[src/supervisor_defs.svh]
// constants for the dual usb switch fault supervisor: offsets, resets, timing
// assumes a single supervisor clock; all millisecond figures become tick counts
`ifndef SUPERVISOR_DEFS_SVH
`define SUPERVISOR_DEFS_SVH

// ----------------------------------------------------------------------
// clock and millisecond divider
// ----------------------------------------------------------------------
`define SUP_CLK_HZ 50000000
`define SUP_MS_CYCLES (`SUP_CLK_HZ / 1000)

// ----------------------------------------------------------------------
// fault and changeover timing, in milliseconds and in millisecond ticks
// ----------------------------------------------------------------------
`define SUP_BLANK_MS 20
`define SUP_BLANK_TICKS (`SUP_BLANK_MS + 1)
`define SUP_SHORT_RECOVER_MS 15
`define SUP_SHORT_RECOVER_TICKS (`SUP_SHORT_RECOVER_MS)
`define SUP_AUTORESET_MS 20
`define SUP_AUTORESET_TICKS (`SUP_AUTORESET_MS + 1)
`define SUP_OVERLAP_MS 9
`define SUP_OVERLAP_TICKS (`SUP_OVERLAP_MS - 1)

// ----------------------------------------------------------------------
// register map, byte addresses
// ----------------------------------------------------------------------
`define SUP_ADDR_CTRL 8'h00
`define SUP_ADDR_STATUS 8'h04
`define SUP_CTRL_ALLOW_RESET 2'h3

// ----------------------------------------------------------------------
// status field positions
// ----------------------------------------------------------------------
`define SUP_ST_CH0_LSB 0
`define SUP_ST_CH1_LSB 6
`define SUP_ST_PIN_LSB 12
`define SUP_ST_MAIN_BIT 14
`define SUP_ST_AUX_BIT 15
`define SUP_ST_ONN_BIT 16
`define SUP_ST_BUSY_BIT 17

// number of synchronised pin inputs
`define SUP_SYNC_W 14

`endif

[src/supervisor_pkg.sv]
// types shared by the supervisor top and its input conditioner
// assumes supervisor_defs.svh supplies the numeric constants
package supervisor_pkg;

	// one-hot channel states
	typedef enum logic [5:0]
	{
		CH_OFF = 6'h01,
		CH_RUN = 6'h02,
		CH_LIMIT = 6'h04,
		CH_SHORT = 6'h08,
		CH_HOT = 6'h10,
		CH_AUTORESET = 6'h20
	} chan_state_e;

	typedef logic [7:0] ms_count_t;

	// complete state of the supervisor top
	typedef struct packed
	{
		chan_state_e [1:0] st;
		ms_count_t [1:0] blank;
		ms_count_t [1:0] ar;
		logic [1:0] pulse;
		logic [1:0] sw;
		logic [1:0] ceil;
		logic [1:0] pmode;
		logic [1:0] src;
		logic [1:0] fast;
		logic [1:0] alarm;
		logic applied;
		logic busy;
		ms_count_t ovl;
		logic main_on;
		logic aux_on;
		logic [1:0] allow;
		logic [31:0] prdata;
		logic pready;
		logic pslverr;
	} sup_state_s;

	// complete state of the input conditioner
	typedef struct packed
	{
		logic [13:0] meta;
		logic [13:0] sync;
		logic [31:0] div;
		logic tick;
	} cond_state_s;

endpackage

[src/sense_if.sv]
// carrier for synchronised comparator levels and the millisecond tick
// assumes producer and consumer share pclk
`timescale 1ns/1ps
`default_nettype none

interface sense_if;
	logic on_n;
	logic sel;
	logic tick;
	logic [1:0] over_current;
	logic [1:0] above_1v;
	logic [1:0] above_half_v;
	logic [1:0] hot;
	logic [1:0] undervolt;
	logic [1:0] alarm_pin;

	modport producer
	(
		output on_n, sel, tick, over_current, above_1v, above_half_v, hot, undervolt,
		alarm_pin
	);
	modport consumer
	(
		input on_n, sel, tick, over_current, above_1v, above_half_v, hot, undervolt,
		alarm_pin
	);
endinterface

`default_nettype wire

[src/usb_switch_supervisor.sv]
// per-channel fault supervisor and supply changeover for a dual usb switch
// assumes comparator levels arrive asynchronously; apb master on pclk
//
// Local design decisions: the register offsets and the APB slave port.
`timescale 1ns/1ps
`default_nettype none
`include "supervisor_defs.svh"

// Functional notes
// enable high holds both channels off
// overcurrent above 1V enters current limit
// overcurrent below 1V enters pulsed short mode
// each channel has its own blanking counter
// fault beyond 20ms latches off, flags, autoresets
// thermal and undervoltage fault immediately, unblanked
// select high feeds main, low auxiliary
// make before break, overlap at most 9ms
// changeover transients never raise a fault
// short detected: switch off, blank, flag high
// short cleared before 15ms soft-starts, flag high
// autoreset sources 25mA, 20ms above 0.5V recovers
// limit holds until clear, thermal, or timeout; here a drop below 1V also moves limit to short mode
// cooled thermal fault enters autoreset, flag low
// normal switching slow, fault turn-off fast; here fast turn-off is driven only for thermal and undervoltage faults
// flag stays low 20ms after fault clears
// toggling enable clears a latched channel
// inputs synchronised, intervals timed from clock
module usb_switch_supervisor
#(
	parameter int unsigned MS_CYCLES = `SUP_MS_CYCLES
)
(
	input wire logic pclk,
	input wire logic presetn,
	input wire logic [7:0] paddr,
	input wire logic psel,
	input wire logic penable,
	input wire logic pwrite,
	input wire logic [31:0] pwdata,
	output logic [31:0] prdata,
	output logic pready,
	output logic pslverr,
	input wire logic on_n_pin,
	input wire logic sel_pin,
	input wire logic [1:0] over_current_pin,
	input wire logic [1:0] above_1v_pin,
	input wire logic [1:0] above_half_v_pin,
	input wire logic [1:0] hot_pin,
	input wire logic [1:0] undervolt_pin,
	output logic [1:0] switch_on,
	output logic [1:0] current_ceiling,
	output logic [1:0] pulse_mode,
	output logic [1:0] source_25ma,
	output logic [1:0] fast_turnoff,
	output logic main_supply_on,
	output logic aux_supply_on,
	input wire logic alarm_n_channel_a_in,
	output logic alarm_n_channel_a_out,
	output logic alarm_n_channel_a_oe_n,
	input wire logic alarm_n_channel_b_in,
	output logic alarm_n_channel_b_out,
	output logic alarm_n_channel_b_oe_n
);
	import supervisor_pkg::*;

	sup_state_s q;
	sup_state_s next_q;
	sense_if sense();
	logic setup_phase;
	logic access_wr;
	logic [31:0] read_word;
	logic addr_hit;

	// the tick counters are 8 bits wide
	generate
		if (`SUP_BLANK_TICKS > 255 || `SUP_AUTORESET_TICKS > 255)
		begin : g_bad_ticks
			$error("tick counts exceed counter width");
		end
	endgenerate

	// ----------------------------------------------------------------------
	// input synchronisation and millisecond tick
	// ----------------------------------------------------------------------
	// synchronised, clock timed
	input_conditioner #(.MS_CYCLES(MS_CYCLES)) u_cond
	(
		.pclk(pclk),
		.presetn(presetn),
		.on_n_pin(on_n_pin),
		.sel_pin(sel_pin),
		.over_current_pin(over_current_pin),
		.above_1v_pin(above_1v_pin),
		.above_half_v_pin(above_half_v_pin),
		.hot_pin(hot_pin),
		.undervolt_pin(undervolt_pin),
		.alarm_pin_in({alarm_n_channel_b_in, alarm_n_channel_a_in}),
		.sense(sense)
	);

	// ----------------------------------------------------------------------
	// apb decode
	// ----------------------------------------------------------------------
	// read data is captured in setup so the access phase needs no wait
	assign setup_phase = psel && !penable;
	assign access_wr = psel && penable && pwrite && q.pready;
	assign addr_hit = (paddr == `SUP_ADDR_CTRL) || (paddr == `SUP_ADDR_STATUS);

	// status word gathers channel states, pin readback and supply switches
	always_comb
	begin
		read_word = 32'h0;
		if (paddr == `SUP_ADDR_CTRL)
		begin
			read_word[1:0] = q.allow;
		end
		else if (paddr == `SUP_ADDR_STATUS)
		begin
			read_word[`SUP_ST_CH0_LSB +: 6] = q.st[0];
			read_word[`SUP_ST_CH1_LSB +: 6] = q.st[1];
			read_word[`SUP_ST_PIN_LSB +: 2] = sense.alarm_pin;
			read_word[`SUP_ST_MAIN_BIT] = q.main_on;
			read_word[`SUP_ST_AUX_BIT] = q.aux_on;
			read_word[`SUP_ST_ONN_BIT] = sense.on_n;
			read_word[`SUP_ST_BUSY_BIT] = q.busy;
		end
	end

	// ----------------------------------------------------------------------
	// next state
	// ----------------------------------------------------------------------
	always_comb
	begin
		logic fault_hard;
		fault_hard = 1'b0;
		next_q = q;

		// bus slave: always ready once out of reset, error on unmapped address
		next_q.pready = 1'b1;
		if (setup_phase)
		begin
			next_q.prdata = read_word;
			next_q.pslverr = !addr_hit;
		end
		if (access_wr && paddr == `SUP_ADDR_CTRL)
		begin
			next_q.allow = pwdata[1:0];
		end

		// per-channel fault machine
		for (int i = 0; i < 2; i++)
		begin
			// thermal and undervoltage unblanked
			fault_hard = sense.hot[i] || sense.undervolt[i];
			case (q.st[i])
				CH_OFF:
				begin
					next_q.blank[i] = '0;
					next_q.ar[i] = '0;
					next_q.st[i] = CH_RUN;
				end
				CH_RUN:
				begin
					next_q.blank[i] = '0;
					if (fault_hard)
					begin
						next_q.st[i] = CH_HOT;
					end
					else if (sense.over_current[i])
					begin
						// limit above 1V
						// short below 1V
						// blanking starts here
						next_q.st[i] = sense.above_1v[i] ? CH_LIMIT : CH_SHORT;
						next_q.pulse[i] = 1'b0;
					end
				end
				CH_LIMIT:
				begin
					// first of clear, hard fault, drop below 1V, timeout
					if (fault_hard)
					begin
						next_q.st[i] = CH_HOT;
					end
					else if (!sense.over_current[i])
					begin
						next_q.st[i] = CH_RUN;
					end
					else if (!sense.above_1v[i])
					begin
						next_q.st[i] = CH_SHORT;
					end
					else if (sense.tick)
					begin
						// latch after 20ms
						// 9ms changeover stays inside blanking
						if (q.blank[i] >= 8'(`SUP_BLANK_TICKS - 1))
						begin
							next_q.st[i] = CH_AUTORESET;
							next_q.ar[i] = '0;
						end
						else
						begin
							next_q.blank[i] = q.blank[i] + 8'h01;
						end
					end
				end
				CH_SHORT:
				begin
					if (fault_hard)
					begin
						next_q.st[i] = CH_HOT;
					end
					else if (!sense.over_current[i])
					begin
						// early clear soft-starts
						if (q.blank[i] < 8'(`SUP_SHORT_RECOVER_TICKS))
						begin
							next_q.st[i] = CH_RUN;
						end
					end
					else if (sense.above_1v[i])
					begin
						next_q.st[i] = CH_LIMIT;
					end
					if (next_q.st[i] == CH_SHORT && sense.tick)
					begin
						// off first, then pulses
						next_q.pulse[i] = !q.pulse[i];
						// latch after 20ms
						if (q.blank[i] >= 8'(`SUP_BLANK_TICKS - 1))
						begin
							next_q.st[i] = CH_AUTORESET;
							next_q.ar[i] = '0;
						end
						else
						begin
							next_q.blank[i] = q.blank[i] + 8'h01;
						end
					end
				end
				CH_HOT:
				begin
					// cooled enters autoreset
					if (!fault_hard)
					begin
						next_q.st[i] = CH_AUTORESET;
						next_q.ar[i] = '0;
					end
				end
				CH_AUTORESET:
				begin
					// 20ms above 0.5V recovers
					// flag held low meanwhile
					if (fault_hard)
					begin
						next_q.st[i] = CH_HOT;
					end
					else if (!sense.above_half_v[i])
					begin
						next_q.ar[i] = '0;
					end
					else if (sense.tick)
					begin
						if (q.ar[i] >= 8'(`SUP_AUTORESET_TICKS - 1))
						begin
							next_q.st[i] = CH_RUN;
						end
						else
						begin
							next_q.ar[i] = q.ar[i] + 8'h01;
						end
					end
				end
				default:
				begin
					next_q.st[i] = CH_OFF;
				end
			endcase

			// enable high forces off
			// off state clears the latch
			if (sense.on_n || !q.allow[i])
			begin
				next_q.st[i] = CH_OFF;
			end

			// fast turn-off only under hard faults
			next_q.sw[i] = (next_q.st[i] == CH_RUN) || (next_q.st[i] == CH_LIMIT) ||
				((next_q.st[i] == CH_SHORT) && next_q.pulse[i]);
			next_q.ceil[i] = (next_q.st[i] == CH_LIMIT);
			next_q.pmode[i] = (next_q.st[i] == CH_SHORT);
			next_q.src[i] = (next_q.st[i] == CH_AUTORESET);
			next_q.fast[i] = (next_q.st[i] == CH_HOT);
			next_q.alarm[i] = !((next_q.st[i] == CH_HOT) || (next_q.st[i] == CH_AUTORESET));
		end

		// select high main, low auxiliary
		// make before break
		if (sense.on_n)
		begin
			next_q.busy = 1'b0;
			next_q.applied = sense.sel;
			next_q.main_on = 1'b0;
			next_q.aux_on = 1'b0;
		end
		else if (q.busy)
		begin
			if (sense.tick)
			begin
				if (q.ovl >= 8'(`SUP_OVERLAP_TICKS - 1))
				begin
					next_q.busy = 1'b0;
					next_q.main_on = q.applied;
					next_q.aux_on = !q.applied;
				end
				else
				begin
					next_q.ovl = q.ovl + 8'h01;
				end
			end
		end
		else if ((sense.sel != q.applied) && (q.main_on || q.aux_on))
		begin
			next_q.applied = sense.sel;
			next_q.busy = 1'b1;
			next_q.ovl = '0;
			next_q.main_on = 1'b1;
			next_q.aux_on = 1'b1;
		end
		else
		begin
			next_q.applied = sense.sel;
			next_q.main_on = sense.sel;
			next_q.aux_on = !sense.sel;
		end
	end

	// ----------------------------------------------------------------------
	// state register
	// ----------------------------------------------------------------------
	always_ff @(posedge pclk or negedge presetn)
	begin
		if (!presetn)
		begin
			q <= '0;
			q.st[0] <= CH_OFF;
			q.st[1] <= CH_OFF;
			q.alarm <= 2'h3;
			q.allow <= `SUP_CTRL_ALLOW_RESET;
			q.applied <= 1'b1;
		end
		else
		begin
			q <= next_q;
		end
	end

	// ----------------------------------------------------------------------
	// outputs
	// ----------------------------------------------------------------------
	// open-drain flags: the pad is only ever pulled low
	assign prdata = q.prdata;
	assign pready = q.pready;
	assign pslverr = q.pslverr;
	assign switch_on = q.sw;
	assign current_ceiling = q.ceil;
	assign pulse_mode = q.pmode;
	assign source_25ma = q.src;
	assign fast_turnoff = q.fast;
	assign main_supply_on = q.main_on;
	assign aux_supply_on = q.aux_on;
	assign alarm_n_channel_a_out = 1'b0;
	assign alarm_n_channel_a_oe_n = q.alarm[0];
	assign alarm_n_channel_b_out = 1'b0;
	assign alarm_n_channel_b_oe_n = q.alarm[1];

	// ----------------------------------------------------------------------
	// checks
	// ----------------------------------------------------------------------
	// overlap watchdog in cycles; both supplies closed never reaches 9ms
	logic [31:0] both_cnt;
	always_ff @(posedge pclk or negedge presetn)
	begin
		if (!presetn)
		begin
			both_cnt <= 32'h0;
		end
		else
		begin
			both_cnt <= (q.main_on && q.aux_on) ? both_cnt + 32'h1 : 32'h0;
		end
	end

	property p_overlap_bound;
		@(posedge pclk) disable iff (!presetn)
		both_cnt < 32'(`SUP_OVERLAP_MS * MS_CYCLES);
	endproperty
	a_overlap_bound: assert property (p_overlap_bound) else $error("supply overlap too long");

	property p_sel_follow;
		@(posedge pclk) disable iff (!presetn)
		(!sense.on_n && !q.busy && sense.sel == q.applied)[*2] |=> (q.main_on == q.applied);
	endproperty
	a_sel_follow: assert property (p_sel_follow) else $error("supply does not follow select");

	for (genvar gi = 0; gi < 2; gi++)
	begin : g_chk
		property p_enable_off;
			@(posedge pclk) disable iff (!presetn)
			sense.on_n |=> !q.sw[gi] && q.alarm[gi];
		endproperty
		a_enable_off: assert property (p_enable_off) else $error("channel on while disabled");

		property p_hard_fault;
			@(posedge pclk) disable iff (!presetn)
			(sense.hot[gi] && !sense.on_n && q.allow[gi] && q.st[gi] != CH_OFF) |=>
				(!q.alarm[gi] && !q.sw[gi] && q.fast[gi]);
		endproperty
		a_hard_fault: assert property (p_hard_fault) else $error("thermal fault not immediate");

		property p_limit_mode;
			@(posedge pclk) disable iff (!presetn)
			(q.st[gi] == CH_LIMIT) |-> (q.ceil[gi] && q.sw[gi] && q.alarm[gi]);
		endproperty
		a_limit_mode: assert property (p_limit_mode) else $error("limit outputs wrong");

		property p_blank_latch;
			@(posedge pclk) disable iff (!presetn)
			$rose(q.src[gi]) && ($past(q.st[gi]) != CH_HOT) |->
				$past(q.blank[gi]) == 8'(`SUP_BLANK_TICKS - 1);
		endproperty
		a_blank_latch: assert property (p_blank_latch) else $error("latched before blanking");

		property p_autoreset_release;
			@(posedge pclk) disable iff (!presetn)
			$rose(q.alarm[gi]) && $past(q.st[gi]) == CH_AUTORESET &&
				q.st[gi] == CH_RUN |->
				$past(q.ar[gi]) == 8'(`SUP_AUTORESET_TICKS - 1) && q.sw[gi];
		endproperty
		a_autoreset_release: assert property (p_autoreset_release) else $error("early release");

		property p_short_flag_high;
			@(posedge pclk) disable iff (!presetn)
			(q.st[gi] == CH_SHORT) |-> (q.alarm[gi] && q.pmode[gi] && !q.src[gi]);
		endproperty
		a_short_flag_high: assert property (p_short_flag_high) else $error("short flagged");

		property p_cooled;
			@(posedge pclk) disable iff (!presetn)
			(q.st[gi] == CH_HOT && !sense.hot[gi] && !sense.undervolt[gi] && !sense.on_n &&
				q.allow[gi]) |=> (q.src[gi] && !q.alarm[gi]);
		endproperty
		a_cooled: assert property (p_cooled) else $error("cooled channel not in autoreset");
	end
endmodule

`default_nettype wire

[src/input_conditioner.sv]
// two-flop synchronisers for every pin level and the millisecond tick divider
// assumes all pin inputs are asynchronous to pclk
`timescale 1ns/1ps
`default_nettype none
`include "supervisor_defs.svh"

module input_conditioner
#(
	parameter int unsigned MS_CYCLES = `SUP_MS_CYCLES
)
(
	input wire logic pclk,
	input wire logic presetn,
	input wire logic on_n_pin,
	input wire logic sel_pin,
	input wire logic [1:0] over_current_pin,
	input wire logic [1:0] above_1v_pin,
	input wire logic [1:0] above_half_v_pin,
	input wire logic [1:0] hot_pin,
	input wire logic [1:0] undervolt_pin,
	input wire logic [1:0] alarm_pin_in,
	sense_if.producer sense
);
	import supervisor_pkg::*;

	cond_state_s q;
	cond_state_s next_q;

	// the divider needs at least two cycles to make a one-cycle tick
	generate
		if (MS_CYCLES < 2)
		begin : g_bad_div
			$error("MS_CYCLES must be at least 2");
		end
	endgenerate

	// ----------------------------------------------------------------------
	// synchronisers and divider
	// ----------------------------------------------------------------------
	// first stage feeds only the second stage, never logic
	always_comb
	begin
		next_q = q;
		next_q.meta = {alarm_pin_in, undervolt_pin, hot_pin, above_half_v_pin,
			above_1v_pin, over_current_pin, sel_pin, on_n_pin};
		next_q.sync = q.meta;
		next_q.tick = 1'b0;
		if (q.div >= MS_CYCLES - 1)
		begin
			next_q.div = '0;
			next_q.tick = 1'b1;
		end
		else
		begin
			next_q.div = q.div + 32'h1;
		end
	end

	// on_n resets to high so the channels stay off until the pin is seen
	always_ff @(posedge pclk or negedge presetn)
	begin
		if (!presetn)
		begin
			q <= '0;
			q.meta <= 14'h0001;
			q.sync <= 14'h0001;
		end
		else
		begin
			q <= next_q;
		end
	end

	// ----------------------------------------------------------------------
	// outputs
	// ----------------------------------------------------------------------
	assign sense.on_n = q.sync[0];
	assign sense.sel = q.sync[1];
	assign sense.over_current = q.sync[3:2];
	assign sense.above_1v = q.sync[5:4];
	assign sense.above_half_v = q.sync[7:6];
	assign sense.hot = q.sync[9:8];
	assign sense.undervolt = q.sync[11:10];
	assign sense.alarm_pin = q.sync[13:12];
	assign sense.tick = q.tick;
endmodule

`default_nettype wire

[config.mk]
export PLATFORM = sky130hd
export DESIGN_NAME = usb_switch_supervisor
export DESIGN_NICKNAME = d
export VERILOG_FILES = /design/src/supervisor_pkg.sv /design/src/sense_if.sv /design/src/usb_switch_supervisor.sv /design/src/input_conditioner.sv
export VERILOG_INCLUDE_DIRS = /design/src
export SDC_FILE = /design/constraint.sdc
export NUM_CORES = 1
export LEC_CHECK = 0
export BUFFER_PORTS_ARGS = -buffer_cell sky130_fd_sc_hd__buf_4
export CAP_MARGIN = 5
export CORE_MARGIN = 4
export CORE_UTILIZATION = 55
export DETAILED_ROUTE_END_ITERATION = 16
export PLACE_DENSITY = 0.89
export SETUP_SLACK_MARGIN = 0.05
export SYNTH_ARGS = -nofsm -noshare
export SYNTH_HDL_FRONTEND = slang
export SYNTH_SLANG_ARGS = --single-unit
[constraint.sdc]
create_clock -name pclk -period 3.5 [get_ports pclk]
set_clock_uncertainty 0.2 [all_clocks]
set_input_delay 0.175 -clock pclk [delete_from_list [all_inputs] [get_ports pclk]]
set_output_delay 0.175 -clock pclk [all_outputs]
set_load 0.05 [all_outputs]
Yosys cells after proc, flatten, opt, wreduce, memory -nomap -nowiden
Cells that the tools add are included.

$add $sub $neg: 6. Magnitude comparators: 8. Equal/unequal tests: 49. Mux-type cells: 105. Bitwise operators: 1. Reduce and logical (&&, ||, !) cells: 46.

Operators with widths (count): two-way mux 8 bit (35); two-way mux 6 bit (40); case mux 8 bit (5 select lines) (2); case mux 6 bit (6 select lines) (2); case mux 8 bit (3 select lines) (2); adder 8 x 1 -> 8 bit, second input constant (5); == test 6 x 4 -> 1 bit, second input constant (6); adder 32 x 1 -> 32 bit, second input constant (1); >= comparator 32 x 16 -> 1 bit, second input constant (1); >= comparator 8 x 5 -> 1 bit, second input constant (4); two-way mux 32 bit (1); == test 6 x 2 -> 1 bit, second input constant (4); == test 6 x 3 -> 1 bit, second input constant (4); == test 6 x 5 -> 1 bit, second input constant (4); == test 6 bit, second input constant (4); two-way mux 11 bit (2); AND reduction 10 bit (2); two-way mux 18 bit (1); inequality test 2 bit, second input constant (9); less-than comparator 8 x 4 -> 1 bit, second input constant (2); two-way mux 16 bit (1); inequality test 2 x 1 -> 1 bit, second input constant (8); == test 6 x 1 -> 1 bit, second input constant (2); logical OR 1 bit (12); 21 further kinds (61).

Bits in registers: 153. Input bits: 59. Output and inout bits: 50. Logic and storage cells: 241.

Longest topological paths before layout
Gate-level depths: netlist of the first run.

Depth in word-level cells: 13. Depth in mapped cells: 9. Mapped depth without buffers: 7.

Hierarchy
From an unflattened synthesis of the first run, not the netlist that was laid out.

Cells, all modules: 723. Area, all modules: 7523.5 µm².

By module, submodules not included: usb_switch_supervisor (times used 1, cells an instance 576, area each 5485.3 µm², seq. area each 2311.0 µm²); input_conditioner (times used 1, cells an instance 147, area each 2038.2 µm², seq. area each 1529.0 µm²).

Worst setup path before layout of the first run
Ideal clock, no wire load.

Path type: register to register. Start point: reg q[105] (netlist bit). End point: reg q[77] (netlist bit). Library setup time: 0.077 ns. Data arrival time: 2.640 ns. Required time: 3.223 ns. Path slack: 0.583 ns. Cell stages (with the launch flop): 9. Buffers on the path: 2. Period minus slack after synthesis: 2.917 ns. Cell sequence: dfrtp_1 buf_6 or4b_4 or2_4 o311a_1 or4b_1 buf_2 or4_1 a21oi_1.

Longest elaborated chain between the ends: 8. Elaborated cells on any way between the ends: 24. Those cells by class: eq/ne: 15; mux: 6; reduce/logical: 3.

Ends and longest elaborated chain: start, declared (RTL line usb_switch_supervisor.sv:66) `sup_state_s q;`; start signal, assigned (RTL line usb_switch_supervisor.sv:355) `q <= next_q;`; two-way mux 6 bit (on tied branches) (RTL line usb_switch_supervisor.sv:217, usb_switch_supervisor.sv:222); two-way mux 6 bit (RTL line usb_switch_supervisor.sv:214) `else if (!sense.over_current[i])`; two-way mux 6 bit (RTL line usb_switch_supervisor.sv:210) `if (fault_hard)`; two-way mux 6 bit (RTL line usb_switch_supervisor.sv:155) `case (q.st[i])`; == test 6 x 4 -> 1 bit (RTL line usb_switch_supervisor.sv:226) `if (next_q.st[i] == CH_SHORT && sense.tick)`; logical AND 1 bit (RTL line usb_switch_supervisor.sv:226); inequality test 2 bit (no line); AND reduction 10 bit (no line).

Several ways; a longest one is shown, not always the timed one. The select of a mux whose other input is x is not followed. A chain may end at the register's enable or synchronous reset.

Worst setup path in the final report of the first run
Ends and elaborated chain as after synthesis.

==> results.md, run 1 <==
Outcome:
- The flow ran to the end, and the final reports show no timing, DRC or antenna violations.

Clocking:
- CTS built an H-tree with a depth of 4.
- The master cell of the clock root buffer is clkbuf_16.
- The setup fix buffers added after clock tree synthesis is 0.
- TritonCTS built the clock tree.
- Clock-pin slew was measured on the worst setup and hold paths at 0.06 ns.
- The clock passes through at most 2 buffers.
- Clock tree synthesis inserted a total of 17 buffers.
- Clock tree synthesis found a total of 153 sinks.
- For the worst-skew pair, the clock arrives at the later sink with an insertion delay of 0.42 ns.

Worst setup path:
- The worst-case reg-to-reg path depth is 6.
- The maximum cell stage delay along the critical path is 0.59 ns.
- Along the worst path, the maximum fanout reaches 10.
- The category of the worst setup path capture point is a flop.
- The classification of the worst setup path is flop to flop.
- For the worst setup path, the data required time is 3.64 ns.
- In this run the critical register-to-register path is captured at q[77]$_DFFE_PN0P_.
- Counting both buffers and inverters, the worst setup path holds a total of 0.
- The worst setup path is launched from a flop.
- In this run the critical register-to-register path is launched from q[105]$_DFF_PN0_.
- The data arrival time of the worst path is 3.13 ns.
- Traced cell by cell, the critical path runs through or4b_4 -> or2_4 -> o311a_1 -> or4b_1 -> or4_1 -> a21oi_1.
- The family with the most delay on the worst path is simple AND/OR/NAND/NOR gates.
- The library cell contributing the largest single delay on the critical path is or4b_4.
- The slack of the worst reg-to-reg path is 0.50 ns.

GRT:
- The total track usage is 0.210.
- The number of antenna violations at the first check in global routing is 0.
- The maximum number of pins on one net before global-route repair is 64.
- The global-route wire length before repair is 24,500 um.
- The number of global-route vias before repair is 5,161.
- The remaining global-route overflow is 0.

Synthesis:
- The mean post-synth cell area is 10.5 um^2.
- The share of async-settable or async-resettable flops after synthesis is 1.00.
- The commonest register cell after synthesis is dfrtp_1.
- The synthesized netlist occupies a cell area of 0.00694 mm^2.
- The sequential share of the synthesized area is 0.553.
- The count of flip-flops with a built-in enable after synthesis is 0.
- Synthesis inferred 153 register bits.
- The instance count of the mapped netlist is 661.
- The number of library cell types mapped by synthesis is 62.
- During synthesis, Yosys emitted a total of 0 warnings.

Hold path:
- The launch instance of the worst min-delay path is paddr[4].
- In this run the worst hold path is classified as primary input to flop.
- The endpoint of the worst hold path is prdata[0]$_DFFE_PN0P_.
- The cell depth of the worst hold path is 5.

Finish:
- Registers take 0.00384 mm^2.
- The number of nets in the layout is 800.
- In the layout the commonest cells are dfrtp_1 (144), buf_4 (69), nor2_1 (60), nand2_1 (41), conb_1 (33).
- Relative to the synthesized area, the layout overhead comes to 17.8%.
- The area occupied by multi-input gates is 0.00268 mm^2.
- The number of antenna diodes in the final layout is 0.
- The number of fillers in the final layout is 874.
- The library cell used most frequently in the layout, excluding fill and tap cells, is dfrtp_1.
- In the final layout, the share of cells above drive strength 1 is 0.168.
- The fraction of the core area covered by cells at the end of the flow is 0.672.

Floorplan:
- Measured along the x axis, the die boundary spans 120 um.
- In this run the count of I/O pins placed on the die edge is 109.
- After floorplanning, the core was divided into 40 placement rows.
- The initial utilization of the core area, before any placement, comes to 0.571.
- The core area is 0.0122 mm^2.
- From bottom edge to top edge, the die measures 120 um.
- The die footprint is 0.0145 mm^2.

STA:
- The final setup violation count is 0.
- In this run the tightest slew margin relative to its limit is 0.388.
- The final critical-path share of the clock period is 0.856.
- The count of pins over their slew limit is 0.
- Counting I/O delays and the setup requirement, the final critical path takes 3.00 ns.
- The transition at the pin with the smallest max-transition slack is 0.910 ns.
- The final number of hold-violating endpoints came to 0.
- The final-layout worst hold slack is 0.0778 ns.
- Setup repair after global routing left no endpoint under its margin.
- Setup total negative slack on the finished layout was measured at 0 ns.
- The maximum clock frequency is 334 MHz.

Placed design:
- The final HPWL from detailed placement is 10,000 um.
- The count of port buffers added during placement is 62.
- The congestion estimate from routability-driven global placement came to 0.892.

Power:
- The worst-case IR drop observed on VDD is 0.246 mV.
- The leakage power total is 3.76 nW.
- The sequential group share of total power is 0.481.
- The total power divided by cell area is 472 mW/mm^2.
- The part of the total power dissipated in the clock network is 0.462.
- The internal power of the cells totals 2.99 mW.
- Of the total power, the share spent switching nets is 0.224.
- The portion of total power attributed to combinational logic is 0.057.
- Total power for the finished layout comes to 3.85 mW.
- In this run the power spent charging and discharging nets is 0.862 mW.

Detailed routing:
- Across all layers, the routed design uses 5,102 vias.
- After detailed routing, the average wire length per cell comes to 15.8 um.
- In the routed design, unresolved DRC markers number 0.
- The first-pass iteration count of the detailed router is 5.
- In this run, the number of DRC markers left after iteration 0 of detailed routing was 414.
- The count of nets left with antenna violations once routing finished came out at 0.
- After detailed routing, the number of vias per cell comes to 5.59.
- For this block, the routed nets add up to 14,400 um of wire.

Run:
- The max-cap violation count is 0.
flip-flops by register name, summed over array words and instances, names as in the netlist, 14 cells and up:
| register | flops |
|---|---|
| u_cond.q | 32 |
| prdata | 18 |
| u_cond.next_q | 14 |
| q | 58 |
per-stage QoR:
step / std cells / cell area, um^2 / setup WS (ns)
2_1_floorplan: 692 / 7060 / 0.583
3_3_place_gp: 859 / 7370 / 0.550
3_5_place_dp: 859 / 7370 / 0.534
4_1_cts: 912 / 8170 / 0.513
5_1_grt: 912 / 8170 / 0.405
6_report: 912 / 8170 / 0.503
area by class of cell:
type	instances	area share
flip-flops and latches	153	0.470
multi-input cells	444	0.328
repair buffers	92	0.0929
clock buffers	21	0.0576
well taps	168	0.0257
clock inverters	11	0.0149
inverters	23	0.0106
cell usage after synthesis (9+ instances only):
master | instances | area (um^2)
ha_1 | 10 | 125
o21ai_0 | 25 | 125
nor2_1 | 60 | 225
and2_1 | 9 | 56.3
inv_1 | 23 | 86.3
nand2_1 | 41 | 154
nor4_1 | 12 | 75.1
buf_4 | 44 | 330
nand4_1 | 14 | 87.6
clkbuf_1 | 24 | 90.1
dfstp_2 | 9 | 236
and3_1 | 13 | 81.3
nor2b_1 | 10 | 62.6
dfrtp_1 | 144 | 3600
nand3_1 | 29 | 145
xor2_1 | 20 | 175
a22o_1 | 16 | 140
a21oi_1 | 22 | 110
nor3_1 | 20 | 100
logic make-up (layout without fill, tap and decap cells):
| logic type | count (synthesis) | after routing | synth area share |
|---|---|---|---|
| simple gates | 240 | 240 | 0.176 |
| fa+ha+maj | 10 | 10 | 0.0180 |
| compound gates | 125 | 125 | 0.126 |
| xor+xnor | 25 | 25 | 0.0316 |
| buf+inv | 95 | 147 | 0.0766 |
| flops | 153 | 153 | 0.553 |
| mux | 11 | 11 | 0.0168 |
| other cells | 2 | 33 | 0.00108 |
what timing repair did:
item	4_1_cts	5_1_grt
endpoints found under the hold margin	79	0
gates resized for setup	0	0
hold buffers	21	0
power by group through the flow:
stage / Sequential (mW) / Clock (mW) / Combinational [mW]
3_5_place_dp: 1.88 / 0 / 0.202
5_1_grt: 1.86 / 1.89 / 0.245
6_report: 1.85 / 1.78 / 0.221
2_1_floorplan: 1.88 / 0 / 0.124
3_3_place_gp: 1.88 / 0 / 0.196
4_1_cts: 1.85 / 1.81 / 0.222
layer usage:
| metal | up-vias | GRT usage | share of wire |
|---|---|---|---|
| li1 | 2412 | - | - |
| met1 | 2460 | 0.267 | 0.42 |
| met2 | 197 | 0.351 | 0.49 |
| met3 | 33 | 0.0435 | 0.060 |
| met4 | 0 | 0.0928 | 0.024 |
| met5 | - | 0 | 0 |
worst max-delay path by stage:
stage | start | end | slack, ns | cells past startpoint
after floorplan | q[105]$_DFF_PN0_ | q[77]$_DFFE_PN0P_ | 0.58 | 8
after global placement | q[105]$_DFF_PN0_ | q[77]$_DFFE_PN0P_ | 0.55 | 6
after detailed placement | q[105]$_DFF_PN0_ | q[77]$_DFFE_PN0P_ | 0.53 | 6
after CTS | q[105]$_DFF_PN0_ | q[77]$_DFFE_PN0P_ | 0.51 | 6
after global routing | q[105]$_DFF_PN0_ | q[77]$_DFFE_PN0P_ | 0.40 | 6
final | q[105]$_DFF_PN0_ | q[77]$_DFFE_PN0P_ | 0.50 | 6
worst min-delay path: cells and delay by family:
family,cells,cell delay [ns]
AO/OA/AOI/OAI,1,0.11
buffers and inverters,1,0.08
AND/OR/NAND/NOR,3,0.27
No activity file was read; power rests on OpenSTA's default activity.
==> run 2, diff against run 1 <==
--- a/config.mk
+++ b/config.mk
@@ -11,7 +11,7 @@
 export CORE_MARGIN = 4
 export CORE_UTILIZATION = 55
 export DETAILED_ROUTE_END_ITERATION = 16
-export PLACE_DENSITY = 0.89
+export PLACE_DENSITY = 0.78
 export SETUP_SLACK_MARGIN = 0.05
 export SYNTH_ARGS = -nofsm -noshare
 export SYNTH_HDL_FRONTEND = slang
==> run 2 against run 1 <==
Effect of this change:
- global-route usage up 0.51 points
- routed wire length increased by 3.1%
- hold slack lost 0.045 ns
- clock power is 7% higher
- register-to-register slack worse by 0.08 ns
- cell count grew 0.44%
- critical path depth rose by 1
- count of clock-buffer cells in the layout unchanged
- sequential power hardly changed
- core utilization increased by 0.51 points
- largest cell class unchanged
- highest routed layer unchanged
==> results.md, run 2 (synthesis gave the netlist of run 1 again) <==
Outcome:
- The flow ran to the end, and the final reports show no timing, DRC or antenna violations.

STA:
- The worst slew margin relative to its limit is 0.441 (+0.0531).
- Setup repair after global routing left no endpoint under its margin.
- The final setup violation count is 0 (unchanged).
- The final critical-path share of the clock period is 0.879 (+0.0226).
- The count of pins over their slew limit is 0 (unchanged).
- The final number of hold-violating endpoints was 0 (unchanged).
- The setup slack after layout was 0.424 ns (-0.0790 ns).
- The final critical path time including I/O delays and setup was 3.08 ns (+0.0790 ns).
- The total negative slack was 0 ns (unchanged).
- The maximum clock frequency is 325 MHz (-2.6%).
- The transition at the pin with the smallest max-transition slack was 0.839 ns (-0.0713 ns).

Detailed routing:
- The routed via count came to 5,195 (+1.8%).
- The per-cell routed wire length is 16.2 um (+2.6%).
- The first-pass iteration count of the detailed router is 6 (+1).
- The number of DRC violations after detailed routing is 0 (unchanged).
- The average via count per standard cell was 5.67 (+1.4%).
- The number of design-rule violations left by the first detailed-router iteration is 490 (+18%).
- The total detailed-routing wirelength is 14,800 um (+3.1%).
- The remaining antenna violation count came to 0 (unchanged).

Finish:
- The fraction of layout instances using a drive strength above 1 came to 0.170 (+0.00178).
- The final non-filler cell total is 916 (+0.44%).
- In the layout the commonest cells are dfrtp_1 (144), buf_4 (72), nor2_1 (60), nand2_1 (41), conb_1 (33).
- The number of flip-flops under the largest register name came to 58 (unchanged).
- The count of antenna diodes in the layout is 0 (unchanged).
- From synthesis to final layout, the design area changed by 18.7%.
- The most common cell after layout, fill and taps aside is dfrtp_1.
- The number of nets in the layout is 804 (+0.50%).
- The top register by number of flip-flops is q.
- The post-route cell area is 0.00823 mm^2 (+0.77%).

Power:
- The leakage power total came to 3.80 nW (+0.96%).
- The sequential group share of total power is 0.466 (-0.015).
- The cell internal power dissipation came to 3.08 mW (+2.9%).
- The overall power after layout is 3.98 mW (+3.2%).
- The switching power was 0.897 mW (+4.1%).
- The total power divided by cell area was 483 mW/mm^2 (+2.4%).
- The portion of total power attributed to combinational logic is 0.057 (about the same).
- The switching share of total power is 0.226 (+0.00194).
- The highest ir drop seen on vdd is 0.343 mV (+39%).
- The part of the total power dissipated in the clock network came to 0.477 (+0.015).

GRT:
- The number of global-route vias before repair is 5,092 (-1.3%).
- The total track usage is 0.216 (+0.00506).
- The global-route wire length before repair came to 24,800 um (+1.2%).
- The maximum number of pins on one net before global-route repair came to 89 (+39%).
- The remaining global-route overflow came to 0 (unchanged).
- The number of antenna violations at the first check in global routing is 0 (unchanged).

Placed design:
- The post-placement setup slack is 0.475 ns (-0.0594 ns).
- The final HPWL from detailed placement is 10,200 um (+1.4%).
- The number of instances in the placed design is 861 (+0.23%).
- The count of port buffers added during placement is 62 (unchanged).
- The placer's final routability congestion estimate is 0.893 (+0.12%).
- The area after detailed placement came to 0.00737 mm^2 (about the same).

Clocking:
- The maximum level of the CTS H-tree is 4 (unchanged).
- The root buffer cell chosen for the clock tree is clkbuf_16.
- The clock tree from TritonCTS is done.
- The clock network latency to the later pin of the worst-skew pair is 0.42 ns (about the same).
- The number of buffers on the longest clock path was 2 (unchanged).
- The number of clock buffers inserted by TritonCTS is 17 (unchanged).
- The clock transition time at the flip-flop clock pins of the worst setup and hold paths was 0.06 ns (about the same).
- The TritonCTS sink count was 153 (unchanged).

Worst setup path:
- Traced cell by cell, the critical path runs through or4b_4 -> or2_4 -> o311a_1 -> or4b_1 -> buf_4 -> or3_1 -> a21oi_1.
- The classification of the worst setup path is flop to flop.
- The biggest fanout along the worst timing path is 14 (+4).
- The maximum cell stage delay along the critical path is 0.57 ns (-0.02 ns).
- The data arrival time of the worst path is 3.22 ns (+0.09 ns).
- STA classifies the critical path endpoint as a flop.
- On the critical path, the stage with the largest delay is an instance of dfrtp_1.
- The critical path launch point type is a flop.
- The required time at the worst-slack endpoint is 3.64 ns (about the same).

Hold path:
- The type of the tightest min-delay check is primary input to flop.

Floorplan:
- The core area is 0.0122 mm^2 (unchanged).
- The initial standard-cell utilization of the core is 0.571 (unchanged).
- The die height is 120 um (unchanged).
- The die footprint is 0.0145 mm^2 (unchanged).
- The die span in x is 120 um (unchanged).
- The count of pins on the block boundary came to 109 (unchanged).
- The number of standard-cell rows in the floorplan came to 40 (unchanged).

Run:
- The max-cap violation count came to 0 (unchanged).
run 2: worst max-delay path: cells and delay by family (launching register included):
family,cells,cell delay [ns]
AO/OA/AOI/OAI,2,0.29
flip-flops,1,0.57
buffers and inverters,1,0.20
AND/OR/NAND/NOR,4,1.73
run 2: cell type report:
type | instances | area [um^2]
Clock inverter | 11 | 161
Inverter | 23 | 86.3
Sequential cell | 153 | 3840
Tap cell | 168 | 210
Multi-Input combinational cell | 444 | 2680
Clock buffer | 21 | 470
Timing Repair Buffer | 96 | 782
Fill cell | 946 | 3930
run 2: path summary, 6_finish.rpt:
| kind | cells past startpoint | slack (ns) | end | startpoint |
|---|---|---|---|---|
| max in group asynchronous | 3 | 2.01 | alarm_n_channel_a_oe_n$_DFF_PN1_ | presetn |
| setup / recovery | 7 | 0.42 | q[76]$_DFFE_PN0P_ | q[102]$_DFF_PN0_ |
| setup reg to reg | 7 | 0.42 | q[76]$_DFFE_PN0P_ | q[102]$_DFF_PN0_ |
| hold reg to reg | 0 | 0.15 | u_cond.sense.alarm_pin[0]$_DFF_PN0_ | u_cond.next_q[45]$_DFF_PN0_ |
| hold / removal | 5 | 0.03 | prdata[0]$_DFFE_PN0P_ | paddr[7] |
| min in group asynchronous | 2 | 0.15 | u_cond.sense.alarm_pin[1]$_DFF_PN0_ | presetn |
run 2: routing by layer:
metal,wire length (um),up-vias,track usage
li1,-,2408,-
met1,6450,2579,0.285
met2,7190,187,0.348
met3,946,21,0.0500
met4,259,0,0.0829
met5,0,-,0
run 2: power by group through the flow:
stage	sequential [mW]	clock, mW	combinational (mW)
after floorplan	1.88	0	0.124
after global placement	1.88	0	0.201
after detailed placement	1.88	0	0.208
after CTS	1.85	1.93	0.227
after global routing	1.86	2.02	0.251
final	1.85	1.90	0.227
run 2: what timing repair did:
item	in CTS	in global routing
gates resized for setup	0	0
endpoints found under the hold margin	97	0
hold buffers	23	0
setup buffers	0	0
run 2: metrics by stage:
step | util | hold WS, ns
floorplan | - | -0.321
global placement | 0.606 | 0.0846
detailed placement | 0.606 | 0.0847
CTS | 0.677 | 0.00931
global route | 0.677 | 0.0503
finish | 0.677 | 0.0329
